File: src/rtl/serial_pkg.sv
// Constants shared by the async serial channel receive and baud logic
package serial_pkg;
  // Register offsets (byte addresses on the plain port)
  localparam logic [3:0] ADDR_MODE_CTRL  = 4'h0;
  localparam logic [3:0] ADDR_RX_STATUS  = 4'h1;
  localparam logic [3:0] ADDR_RX_BUFFER  = 4'h2;
  localparam logic [3:0] ADDR_CLK_SELECT = 4'h3;
  localparam logic [3:0] ADDR_BAUD_DIV   = 4'h4;
  localparam logic [3:0] ADDR_TX_DATA    = 4'h5;
  // serial_mode_ctrl fields
  localparam int MODE_UNIT_EN  = 7;
  localparam int MODE_TX_EN    = 6;
  localparam int MODE_RX_EN    = 5;
  localparam int MODE_PAR_HI   = 4;
  localparam int MODE_PAR_LO   = 3;
  localparam int MODE_LEN8     = 1;
  localparam int MODE_IRQ_MERGE = 0;
  localparam logic [7:0] MODE_RESET = 8'h02;
  // rx_status fields
  localparam int STAT_PARITY  = 2;
  localparam int STAT_FRAMING = 1;
  localparam int STAT_OVERRUN = 0;
  // Other reset values and the divisor minimum
  localparam logic [7:0] CLK_SELECT_RESET = 8'h00;
  localparam logic [7:0] BAUD_DIV_RESET   = 8'hff;
  localparam logic [7:0] BAUD_DIV_MIN     = 8'h08;
  // Parity modes
  typedef enum logic [1:0] {
    PAR_NONE = 2'b00,
    PAR_ZERO = 2'b01,
    PAR_ODD  = 2'b10,
    PAR_EVEN = 2'b11
  } parity_e;
endpackage

File: src/rtl/serial_rx_unit.sv
// Async serial channel: receive with errors, parity, noise filter, baud generator
//
// Chosen here: the placing of the registers and the plain strobed port.
`timescale 1ns/1ps
`default_nettype none
module serial_rx_unit
  import serial_pkg::*;
#(
  parameter int DIV_W = 8
) (
  input  wire logic       clk,
  input  wire logic       rst,
  input  wire logic [3:0] addr,
  input  wire logic [7:0] wdata,
  input  wire logic       wr,
  input  wire logic       rd,
  output logic      [7:0] rdata,
  input  wire logic       rx_pin,
  output logic            tx_pin,
  output logic            rx_done_irq,
  output logic            rx_error_irq,
  output logic            tx_done_irq
);
  typedef enum logic [1:0] {
    RX_IDLE  = 2'b00,
    RX_START = 2'b01,
    RX_DATA  = 2'b10,
    RX_STOP  = 2'b11
  } rx_state_e;

  // Parity bit that a transmitter appends for the given data
  function automatic logic par_bit(input logic [7:0] d, input logic len8, input parity_e m);
    logic ones;
    ones = len8 ? ^d : ^d[6:0];
    case (m)
      PAR_EVEN: par_bit = ones;
      PAR_ODD:  par_bit = ~ones;
      default:  par_bit = 1'b0;
    endcase
  endfunction

  // ===========================================================
  // Registers
  logic [7:0] mode_q, clk_sel_q, baud_div_q, rx_buf_q, tx_data_q;
  logic [2:0] status_q;
  logic       tx_start_q;
  logic       unit_en, rx_en, tx_en, len8, merge;
  parity_e    par_mode;
  assign unit_en  = mode_q[MODE_UNIT_EN];
  assign rx_en    = mode_q[MODE_RX_EN] & unit_en;
  assign tx_en    = mode_q[MODE_TX_EN] & unit_en;
  assign len8     = mode_q[MODE_LEN8];
  assign merge    = mode_q[MODE_IRQ_MERGE];
  assign par_mode = parity_e'(mode_q[MODE_PAR_HI:MODE_PAR_LO]);

  always_ff @(posedge clk or posedge rst)
  begin
    if (rst)
    begin
      mode_q     <= MODE_RESET;
      clk_sel_q  <= CLK_SELECT_RESET;
      baud_div_q <= BAUD_DIV_RESET;
      tx_data_q  <= 8'h00;
      tx_start_q <= 1'b0;
    end
    else
    begin
      tx_start_q <= wr && addr == ADDR_TX_DATA && tx_en;
      if (wr)
      begin
        if (addr == ADDR_MODE_CTRL)
          mode_q <= wdata;
        else if (addr == ADDR_CLK_SELECT)
          clk_sel_q <= wdata;
        else if (addr == ADDR_BAUD_DIV)
          baud_div_q <= (wdata < BAUD_DIV_MIN) ? BAUD_DIV_MIN : wdata;
        else if (addr == ADDR_TX_DATA)
          tx_data_q <= wdata;
      end
    end
  end

  always_ff @(posedge clk or posedge rst)
  begin
    if (rst)
      rdata <= 8'h00;
    else if (rd)
    begin
      if (addr == ADDR_MODE_CTRL)
        rdata <= mode_q;
      else if (addr == ADDR_RX_STATUS)
        rdata <= {5'h00, status_q};
      else if (addr == ADDR_RX_BUFFER)
        rdata <= rx_buf_q;
      else if (addr == ADDR_CLK_SELECT)
        rdata <= clk_sel_q;
      else if (addr == ADDR_BAUD_DIV)
        rdata <= baud_div_q;
      else
        rdata <= 8'h00;
    end
    else
      rdata <= 8'h00;
  end

  // ===========================================================
  // Base clock: prescaler tap as a one-cycle enable
  logic [15:0] presc_q;
  logic [15:0] tap_mask;
  logic        base_tick;
  always_ff @(posedge clk or posedge rst)
  begin
    if (rst)
      presc_q <= '0;
    else if (!unit_en)
      presc_q <= '0;
    else
      presc_q <= presc_q + 16'h0001;
  end
  // Tap n ticks every 2^n system clocks; held off while disabled
  assign tap_mask  = (16'h0001 << clk_sel_q[3:0]) - 16'h0001;
  assign base_tick = unit_en && ((presc_q & tap_mask) == 16'h0000);

  // ===========================================================
  // Noise filter
  logic smp_q, filt_q;
  always_ff @(posedge clk or posedge rst)
  begin
    if (rst)
    begin
      smp_q  <= 1'b1;
      filt_q <= 1'b1;
    end
    else if (base_tick)
    begin
      smp_q <= rx_pin;
      if (rx_pin == smp_q)
        filt_q <= rx_pin;
    end
  end

  // ===========================================================
  // Dividers
  logic rx_half, tx_half, rx_restart, tx_restart;
  baud_divider #(.W(DIV_W)) u_rx_div (
    .clk       (clk),
    .rst       (rst),
    .base_tick (base_tick),
    .restart   (rx_restart),
    .divisor_k (baud_div_q),
    .half_tick (rx_half)
  );
  baud_divider #(.W(DIV_W)) u_tx_div (
    .clk       (clk),
    .rst       (rst),
    .base_tick (base_tick),
    .restart   (tx_restart),
    .divisor_k (baud_div_q),
    .half_tick (tx_half)
  );

  // ===========================================================
  // Receiver
  rx_state_e  rx_st_q;
  logic [3:0] bit_q;
  logic       phase_q;
  logic [8:0] shift_q;
  logic       filt_d1_q, rx_full_q;
  logic       frame_end, par_err, frm_err, ovr_err, any_err, status_rd;
  logic [3:0] nbits;
  logic [7:0] rx_data;
  assign nbits = 4'(len8 ? 8 : 7) + ((par_mode == PAR_NONE) ? 4'h0 : 4'h1);
  assign rx_restart = (rx_st_q == RX_IDLE);
  // Data LSB first; parity bit sits just above data
  assign rx_data = len8 ? shift_q[7:0] : {1'b0, shift_q[6:0]};

  always_ff @(posedge clk or posedge rst)
  begin
    if (rst)
    begin
      rx_st_q   <= RX_IDLE;
      bit_q     <= '0;
      phase_q   <= 1'b0;
      shift_q   <= '0;
      filt_d1_q <= 1'b1;
    end
    else if (!rx_en)
    begin
      rx_st_q   <= RX_IDLE;
      filt_d1_q <= filt_q;
    end
    else
    begin
      filt_d1_q <= filt_q;
      case (rx_st_q)
        RX_IDLE:
          if (filt_d1_q && !filt_q)
            rx_st_q <= RX_START;
        RX_START:
          if (rx_half)
          begin
            if (!filt_q)
            begin
              rx_st_q <= RX_DATA;
              bit_q   <= '0;
              phase_q <= 1'b0;
            end
            else
              rx_st_q <= RX_IDLE;
          end
        RX_DATA:
          if (rx_half)
          begin
            phase_q <= ~phase_q;
            if (phase_q)
            begin
              shift_q[bit_q] <= filt_q;
              bit_q   <= bit_q + 4'h1;
              if (bit_q == nbits - 4'h1)
                rx_st_q <= RX_STOP;
            end
          end
        RX_STOP:
          if (rx_half)
          begin
            phase_q <= ~phase_q;
            if (phase_q)
              rx_st_q <= RX_IDLE;
          end
        default:
          rx_st_q <= RX_IDLE;
      endcase
    end
  end

  assign frame_end = rx_en && rx_st_q == RX_STOP && rx_half && phase_q;
  always_comb
  begin
    case (par_mode)
      PAR_EVEN: par_err = (^rx_data) ^ shift_q[nbits - 4'h1];
      PAR_ODD:  par_err = ~((^rx_data) ^ shift_q[nbits - 4'h1]);
      default:  par_err = 1'b0;
    endcase
  end
  assign frm_err   = !filt_q;
  assign ovr_err   = rx_full_q;
  assign any_err   = par_err | frm_err | ovr_err;
  assign status_rd = rd && addr == ADDR_RX_STATUS;

  always_ff @(posedge clk or posedge rst)
  begin
    if (rst)
    begin
      rx_buf_q  <= 8'h00;
      rx_full_q <= 1'b0;
    end
    else
    begin
      if (frame_end && !ovr_err)
      begin
        rx_buf_q  <= rx_data;
        rx_full_q <= 1'b1;
      end
      else if (rd && addr == ADDR_RX_BUFFER)
        rx_full_q <= 1'b0;
    end
  end

  // Set wins over the read-clear in the same cycle
  always_ff @(posedge clk or posedge rst)
  begin
    if (rst)
      status_q <= 3'h0;
    else if (frame_end)
      status_q <= (status_rd ? 3'h0 : status_q) | {par_err, frm_err, ovr_err};
    else if (status_rd)
      status_q <= 3'h0;
  end

  always_ff @(posedge clk or posedge rst)
  begin
    if (rst)
    begin
      rx_done_irq  <= 1'b0;
      rx_error_irq <= 1'b0;
    end
    else
    begin
      rx_done_irq  <= frame_end && (!any_err || merge);
      rx_error_irq <= frame_end && any_err && !merge;
    end
  end

  // ===========================================================
  // Minimal transmitter for parity generation
  logic [10:0] tx_sh_q;
  logic [3:0]  tx_cnt_q;
  logic        tx_ph_q;
  assign tx_restart = (tx_cnt_q == 4'h0);
  always_ff @(posedge clk or posedge rst)
  begin
    if (rst)
    begin
      tx_sh_q     <= '1;
      tx_cnt_q    <= '0;
      tx_ph_q     <= 1'b0;
      tx_pin      <= 1'b1;
      tx_done_irq <= 1'b0;
    end
    else
    begin
      tx_done_irq <= 1'b0;
      if (!tx_en)
      begin
        tx_cnt_q <= '0;
        tx_pin   <= 1'b1;
      end
      else if (tx_cnt_q == 4'h0 && tx_start_q)
      begin
        if (par_mode == PAR_NONE)
          tx_sh_q <= len8 ? {2'b11, tx_data_q, 1'b0} : {3'b111, tx_data_q[6:0], 1'b0};
        else
          tx_sh_q <= len8 ? {1'b1, par_bit(tx_data_q, 1'b1, par_mode), tx_data_q, 1'b0}
                          : {2'b11, par_bit(tx_data_q, 1'b0, par_mode), tx_data_q[6:0], 1'b0};
        tx_cnt_q <= nbits + 4'h2;
        tx_ph_q  <= 1'b0;
      end
      else if (tx_cnt_q != 4'h0 && tx_half)
      begin
        tx_ph_q <= ~tx_ph_q;
        if (!tx_ph_q)
        begin
          tx_pin  <= tx_sh_q[0];
          tx_sh_q <= {1'b1, tx_sh_q[10:1]};
        end
        else
        begin
          tx_cnt_q <= tx_cnt_q - 4'h1;
          if (tx_cnt_q == 4'h1)
            tx_done_irq <= 1'b1;
        end
      end
    end
  end

  // ===========================================================
  // Checks
  a_disabled_quiet: assert property (@(posedge clk) disable iff (rst)
    !rx_en |=> !rx_done_irq && !rx_error_irq)
    else $error("receive interrupt while disabled");
  a_error_sets_flag: assert property (@(posedge clk) disable iff (rst)
    frame_end && any_err |=> status_q != 3'h0)
    else $error("error flag not set");
  a_merge_routing: assert property (@(posedge clk) disable iff (rst)
    rx_error_irq |-> !$past(merge))
    else $error("error irq while merged");
  a_status_clear: assert property (@(posedge clk) disable iff (rst)
    status_rd && !frame_end |=> status_q == 3'h0)
    else $error("status not cleared by read");
  a_zero_parity_ok: assert property (@(posedge clk) disable iff (rst)
    frame_end && par_mode == PAR_ZERO |=> !status_q[STAT_PARITY] || $past(status_q[STAT_PARITY]))
    else $error("parity error in zero mode");
  a_base_low_off: assert property (@(posedge clk) disable iff (rst)
    !unit_en |-> !base_tick)
    else $error("base clock runs while disabled");
  a_filter_two: assert property (@(posedge clk) disable iff (rst)
    $changed(filt_q) |-> $past(smp_q) == filt_q)
    else $error("filter changed without agreement");
  a_overrun_keeps: assert property (@(posedge clk) disable iff (rst)
    frame_end && ovr_err |=> $stable(rx_buf_q))
    else $error("buffer overwritten on overrun");
endmodule // serial_rx_unit
`default_nettype wire

File: src/rtl/baud_divider.sv
// Base-clock-enabled divider that marks each half bit time
`timescale 1ns/1ps
`default_nettype none
module baud_divider
  import serial_pkg::*;
#(
  parameter int W = 8
) (
  input  wire logic         clk,
  input  wire logic         rst,
  input  wire logic         base_tick,
  input  wire logic         restart,
  input  wire logic [W-1:0] divisor_k,
  output logic              half_tick
);
  logic [W-1:0] cnt_q;

  // Counts divisor_k base clocks per half bit; restart realigns phase
  always_ff @(posedge clk or posedge rst)
  begin
    if (rst)
    begin
      cnt_q     <= '0;
      half_tick <= 1'b0;
    end
    else if (restart)
    begin
      cnt_q     <= '0;
      half_tick <= 1'b0;
    end
    else if (base_tick)
    begin
      if (cnt_q >= divisor_k - W'(1))
      begin
        cnt_q     <= '0;
        half_tick <= 1'b1;
      end
      else
      begin
        cnt_q     <= cnt_q + W'(1);
        half_tick <= 1'b0;
      end
    end
    else
    begin
      half_tick <= 1'b0;
    end
  end
endmodule // baud_divider
`default_nettype wire

File: config.mk
export PLATFORM = sky130hd
export DESIGN_NAME = serial_rx_unit
export DESIGN_NICKNAME = d
export VERILOG_FILES = /design/src/rtl/serial_pkg.sv /design/src/rtl/serial_rx_unit.sv /design/src/rtl/baud_divider.sv
export SDC_FILE = /design/constraint.sdc
export NUM_CORES = 1
export LEC_CHECK = 0
export BUFFER_PORTS_ARGS = -buffer_cell sky130_fd_sc_hd__clkbuf_2
export CORE_MARGIN = 1.5
export CORE_UTILIZATION = 45
export CTS_BUF_LIST = sky130_fd_sc_hd__clkbuf_8
export DETAILED_ROUTE_END_ITERATION = 7
export HOLD_SLACK_MARGIN = 0.05
export PLACE_DENSITY = 0.69
export SLEW_MARGIN = 20
export SYNTH_ARGS = -nofsm -noshare
export SYNTH_HDL_FRONTEND = slang
export SYNTH_HIERARCHICAL = 1
export SYNTH_SLANG_ARGS = --single-unit
File: constraint.sdc
create_clock -name clk -period 4.2 [get_ports clk]
set_clock_uncertainty 0.2 [all_clocks]
set_input_delay 0.84 -clock clk [delete_from_list [all_inputs] [get_ports clk]]
set_output_delay 0.84 -clock clk [all_outputs]
set_load 0.05 [all_outputs]
==> impl_results.md, run 1 <==
* Post-Syn Area at 7030 µm²
* Status: complete, no violations
* Final wirelength at 15600 µm
* Worst-Margin Slew at 0.741 ns
* Via density at 5.65
* First DRT Iteration DRCs at 320
* Synth top cells by count: dfrtp_1, nand2_1, nor2_1, mux2_2, a21oi_1
* Clk slew on worst S/H paths at 0.07 ns
* Post-route cell area at 7770 µm²
* Count leader, synth: dfrtp_1
* Slowest CP cell: dfrtp_1
* Crit-path max cell delay at 0.51 ns
* Post-synth top flop: dfrtp_1
* #FFs+latches synth at 124
* Die Y at 128 µm
* Crit-path cells: or2_1 -> or3_2 -> ha_1 -> xor2_1 -> a221o_1 -> a221o_2 -> nor2_4 -> nor2_1 -> nor3_1 -> a21o_1 -> a22o_1
* Wire length per cell at 16.5 µm
* PwrDens at 427 nW/µm²
* WP data required at 4.38 ns
* Pre-antenna DRT Iters at 5
* Clock Root Buffer: clkbuf_8
* Critical path launch point type: flop
* Num CTS Buffers at 17
* Slew margin rel. at 50.4%
* Post-synthesis sequential area ratio at 44.5%
* P&R area growth vs syn at 10.5%
* Nets@finish at 767
* Setup-failing EPs final at 0
* Pins Over Slew Limit at 0
* Post-Synth XOR/XNOR Area at 6.19%
* Hold_buf cts at 0
* Placed cell areas at 7350 µm²
* Adder-cell area share of the yosys netlist at 5.85%
* Largest family of logic cells by synthesized area: simple AND/OR/NAND/NOR gates
* Post-CTS Resized at 0
* Synth cell types at 72
* Mapped Avg Cell Area at 10.1 µm²
* Starting density of the core at 46.1%
* Final setup TNS at 0 ns
* # Max-Cap Violations at 0
* Final hold violation count at 0
* Min Tclk post-route at 3.75 ns
* DP HPWL at 11300 µm
* Tcrit/Tclk final at 89.2%
* Post-synth top area share at 35.9%
* VDD IR max at 210 µV
* # DRC at 0
* Pin count of the biggest net entering global routing at 58
* Top cell type by total area after synthesis: dfrtp_1
* Clk sinks at 124
* CP Max Fanout at 19
* Grt ovf at 0
* Routed vias at 5323
* Setup CP Type: flop to flop
* Syn nets at 743
* Compound-Gate Fraction of Synth Area at 13.1%
* Arrival time worst endpoint at 3.93 ns
* Leak pwr at 0.00334 µW
* Simple-gate area share of the yosys netlist at 19.1%
* Die W at 128 µm
* # IOs at 29
* Initial antenna violation count at 0
* Final ANT Viol Nets at 0
* EDFF count, synth at 0
* CTS tree: done
* YS warnings at 6
* Vias in the first global route at 5299
* Core area at 15300 µm²
* Final antenna diode count at 0
* Post-synthesis mux area share at 8.09%
* H-tree Lvls at 4
* Synth top area cells: dfrtp_1, dfstp_2, mux2_2
* F_max at 267 MHz
* Mapped Cells at 694
* Worst min path class: primary input to async pin
* FFs w/ async S/R, synth at 100%
* CP Capture Type: flop
* First-pass GRT wire length at 26100 µm
* Port buffer count at 28
* Gpl congestion at 0.899
* Longest Clk Path Bufs at 2
* Worst skew pair latency at 0.45 ns
* Unrepaired setup endpoints after global routing: false
* Core Rows at 45
* Setup Fix Bufs, Post-CTS at 0
* Layout cells sized above 1 at 20.4%
* Die ar. at 16400 µm²
* Gr usage total at 20.4%
-- worst max-delay path, delay by kind of cell, from the launching register on --
family	cells	cell delay [ns]
and+or+nand+nor	5	1.56
DFF	1	0.51
adders and majority gates	1	0.31
xor gates and xnor gates	1	0.19
AOI/OAI and AO/OA	4	0.89
-- layout make-up --
type	count	area, µm²
Fill cell	1377	7490
Multi-Input combinational cell	516	3680
Sequential cell	124	3130
Tap cell	211	264
Clock buffer	18	248
Clock inverter	14	170
Timing Repair Buffer	29	160
Inverter	30	115
-- where the power goes --
group | total [µW] | switching, µW | internal, µW
logic | 714 | 376 | 338
clock network | 1100 | 495 | 602
registers | 1510 | 180 | 1330
total | 3320 | 1050 | 2270
-- layout by cell type (no fill, tap or decap), drive strengths merged, types with 24 or more instances in the layout --
master,n
a21oi,34
clkbuf,46
dfrtp,101
ha,32
inv,34
mux2,43
nand2,78
nand3,29
nor2,46
nor3,24
o21ai,26
xnor2,25
-- routing by layer --
metal	GRT usage (%)	routed length, µm	vias to the layer above
met3	6.05	776	25
met4	8.79	409	0
met5	0	0	-
met2	32.5	7400	124
met1	25.8	7000	2635
li1	-	-	2539
-- worst paths after layout --
| kind | start | endpoint | slack [ns] | cells after the start |
|---|---|---|---|---|
| max in group asynchronous | rst | tx_sh_q[2]$_DFFE_PP1P_ | 2.73 | 3 |
| min | rst | u_tx_div/half_tick$_DFF_PP0_ | 0.19 | 2 |
| max reg2reg | clk_sel_q[1]$_DFFE_PP0P_ | u_rx_div/cnt_q[4]$_DFFE_PP0P_ | 0.45 | 11 |
| max | clk_sel_q[1]$_DFFE_PP0P_ | u_rx_div/cnt_q[4]$_DFFE_PP0P_ | 0.45 | 11 |
| min reg2reg | tx_sh_q[2]$_DFFE_PP1P_ | tx_sh_q[1]$_DFFE_PP1P_ | 0.28 | 2 |
| min in group clk | tx_sh_q[2]$_DFFE_PP1P_ | tx_sh_q[1]$_DFFE_PP1P_ | 0.28 | 2 |
-- registers in the layout, indices dropped and copies added (netlist names), 2 cells and up --
name / cells
u_tx_div/cnt_q: 8
rdata: 8
bit_q: 4
u_rx_div/cnt_q: 8
clk_sel_q: 8
presc_q: 15
shift_q: 9
rx_st_q: 2
baud_div_q: 8
tx_sh_q: 10
status_q: 3
mode_q: 8
rx_buf_q: 8
tx_data_q: 8
tx_cnt_q: 4
-- per-stage QoR --
| stage | util [%] | total power, µW | hold WS [ns] | setup WS, ns | std cells |
|---|---|---|---|---|---|
| 6_report | 50.9 | 3320 | 0.185 | 0.453 | 942 |
| 4_1_cts | 50.9 | 3350 | 0.168 | 0.508 | 942 |
| 3_5_place_dp | 48.2 | 2240 | 0.267 | 0.526 | 910 |
| 2_1_floorplan | - | 2060 | 0.177 | 0.409 | 694 |
| 3_3_place_gp | 48.2 | 2200 | 0.267 | 0.649 | 910 |
| 5_1_grt | 50.9 | 3510 | 0.181 | 0.264 | 942 |
-- cells by family after synthesis --
kind of cell / Yosys count
DFF: 124
AOI/OAI and AO/OA: 127
adders and majority gates: 33
buffers and inverters: 54
xor gates and xnor gates: 45
muxes: 49
and+or+nand+nor: 262
(Power assumes the default switching activity.)
==> run 2: changes to the inputs <==
--- a/config.mk
+++ b/config.mk
@@ -7,11 +7,11 @@
 export LEC_CHECK = 0
 export BUFFER_PORTS_ARGS = -buffer_cell sky130_fd_sc_hd__clkbuf_2
 export CORE_MARGIN = 1.5
-export CORE_UTILIZATION = 45
+export CORE_UTILIZATION = 64
 export CTS_BUF_LIST = sky130_fd_sc_hd__clkbuf_8
 export DETAILED_ROUTE_END_ITERATION = 7
 export HOLD_SLACK_MARGIN = 0.05
-export PLACE_DENSITY = 0.69
+export PLACE_DENSITY = 0.9
 export SLEW_MARGIN = 20
 export SYNTH_ARGS = -nofsm -noshare
 export SYNTH_HDL_FRONTEND = slang
==> impl_results.md, run 2 (same netlist as run 1, synthesis figures left out) <==
* Status: complete, no violations
* CTS tree: done
* Final antenna diode count at 0
* Num CTS Buffers at 17
* PwrDens at 444 nW/µm²
* WP data required at 4.34 ns
* H-tree Lvls at 4
* Commonest non-fill, non-tap cell in the layout: dfrtp_1
* First DRT Iteration DRCs at 842
* Clk slew on worst S/H paths at 0.08 ns
* Starting density of the core at 65.2%
* VDD IR max at 314 µV
* CP Max Fanout at 14
* Clock share of power at 34.2%
* Clock Root Buffer: clkbuf_8
* Die W at 108 µm
* Final wirelength at 16600 µm
* Vias in the first global route at 5600
* DP HPWL at 11500 µm
* Internal Pwr Total at 2330 µW
* Leak pwr at 0.00336 µW
* Final ANT Viol Nets at 0
* Final hold violation count at 0
* P&R area growth vs syn at 9.52%
* Gpl congestion at 0.881
* Cells on worst reg2reg path at 12
* Post-route cell area at 7700 µm²
* Die ar. at 11600 µm²
* Max FFs per register at 15
* Initial antenna violation count at 0
* F_max at 273 MHz
* Grt met1 use at 37.6%
* Core Util, Final at 71.4%
* Crit-path cells: or2_1 -> or3_2 -> ha_1 -> nor4bb_1 -> a21oi_1 -> o22ai_1 -> a221o_1 -> nor2_4 -> nor2_1 -> nor3_1 -> a21o_1 -> a22o_1
* Met2 GRT Util at 50.8%
* Setup Fix Bufs, Post-CTS at 0
* # IOs at 29
* Core Rows at 38
* Gr usage total at 30.7%
* Arrival time worst endpoint at 3.81 ns
* Setup-failing EPs final at 0
* Final cell count without fillers at 872
* Worst skew pair latency at 0.45 ns
* Pre-antenna DRT Iters at 6
* Unrepaired setup endpoints after global routing: false
* First-pass GRT wire length at 27400 µm
* Hold_buf cts at 0
* Tcrit/Tclk final at 87.2%
* Min Tclk post-route at 3.66 ns
* Grt ovf at 0
* Worst min path class: primary input to async pin
* Clk sinks at 124
* Slowest CP cell: dfrtp_1
* Longest Clk Path Bufs at 2
* Switching share of total power at 31.9%
* CP Capture Type: flop
* Met3 Use GR at 7.02%
* GRT Max-Usage Layer: met2
* Wire length per cell at 19.1 µm
* Routed vias at 5677
* Commonest non-fill, non-tap cells in the layout: dfrtp_1, nand2_1, nor2_1
* Pins Over Slew Limit at 0
* Reg power frac at 44.1%
* Core area at 10800 µm²
* Layout cells sized above 1 at 20.6%
* Final setup TNS at 0 ns
* Psw at 1090 µW
* Critical path launch point type: flop
* Worst-Margin Slew at 0.760 ns
* Post-CTS Resized at 0
* # Max-Cap Violations at 0
* Slew margin rel. at 49.3%
* Gate power share at 21.7%
* Nets@finish at 768
* Crit-path max cell delay at 0.51 ns
* # DRC at 0
* Die Y at 108 µm
* Setup CP Type: flop to flop
* Port buffer count at 28
* Placed cell areas at 7260 µm²
* Pin count of the biggest net entering global routing at 87
* Via density at 6.51
* Cells after DPL at 840
* Biggest register: presc_q
* Largest regs: presc_q: 15 flops, tx_sh_q: 10 flops, shift_q: 9 flops
run 2: cell type report:
class	instances	area, µm²
Clock buffer	18	248
Sequential cell	124	3130
Multi-Input combinational cell	516	3680
Tap cell	140	175
Inverter	30	118
Fill cell	729	3090
Timing Repair Buffer	30	155
Clock inverter	14	195
run 2: worst paths after layout:
| kind | from | to | slack (ns) |
|---|---|---|---|
| max reg2reg | clk_sel_q[1]$_DFFE_PP0P_ | u_rx_div/cnt_q[4]$_DFFE_PP0P_ | 0.54 |
| max in group asynchronous | rst | filt_d1_q$_DFF_PP1_ | 2.59 |
| min | rst | u_rx_div/cnt_q[1]$_DFFE_PP0P_ | 0.20 |
| min in group clk | tx_sh_q[3]$_DFFE_PP1P_ | tx_sh_q[2]$_DFFE_PP1P_ | 0.28 |
| max | clk_sel_q[1]$_DFFE_PP0P_ | u_rx_div/cnt_q[4]$_DFFE_PP0P_ | 0.54 |
| min reg2reg | tx_sh_q[3]$_DFFE_PP1P_ | tx_sh_q[2]$_DFFE_PP1P_ | 0.28 |
run 2: critical path, delay by kind of cell, from the launching register on:
kind,cells,cell delay (ns)
flops,1,0.51
fa+ha+maj,1,0.32
compound gates,5,0.84
simple gates,6,1.67
run 2: power groups by stage:
| stage | logic, µW | clock network (µW) | registers, µW |
|---|---|---|---|
| after floorplan | 615 | 0 | 1440 |
| after global placement | 677 | 0 | 1510 |
| after detailed placement | 725 | 0 | 1530 |
| after CTS | 737 | 1180 | 1500 |
| after global routing | 815 | 1240 | 1530 |
| final | 743 | 1170 | 1510 |
run 2: metrics by stage:
stage | setup slack (ns) | hold slack [ns] | total power (µW)
after floorplan | 0.409 | 0.177 | 2060
after global placement | 0.812 | 0.264 | 2190
final | 0.536 | 0.197 | 3420
after global routing | 0.370 | 0.212 | 3580
after CTS | 0.602 | 0.175 | 3420
after detailed placement | 0.618 | 0.270 | 2250
run 2: metal layers:
layer | vias to the layer above | part of all wire, %
li1 | 2545 | -
met1 | 2795 | 40
met2 | 276 | 50
met3 | 61 | 6.7
met4 | 0 | 3.9
met5 | - | 0
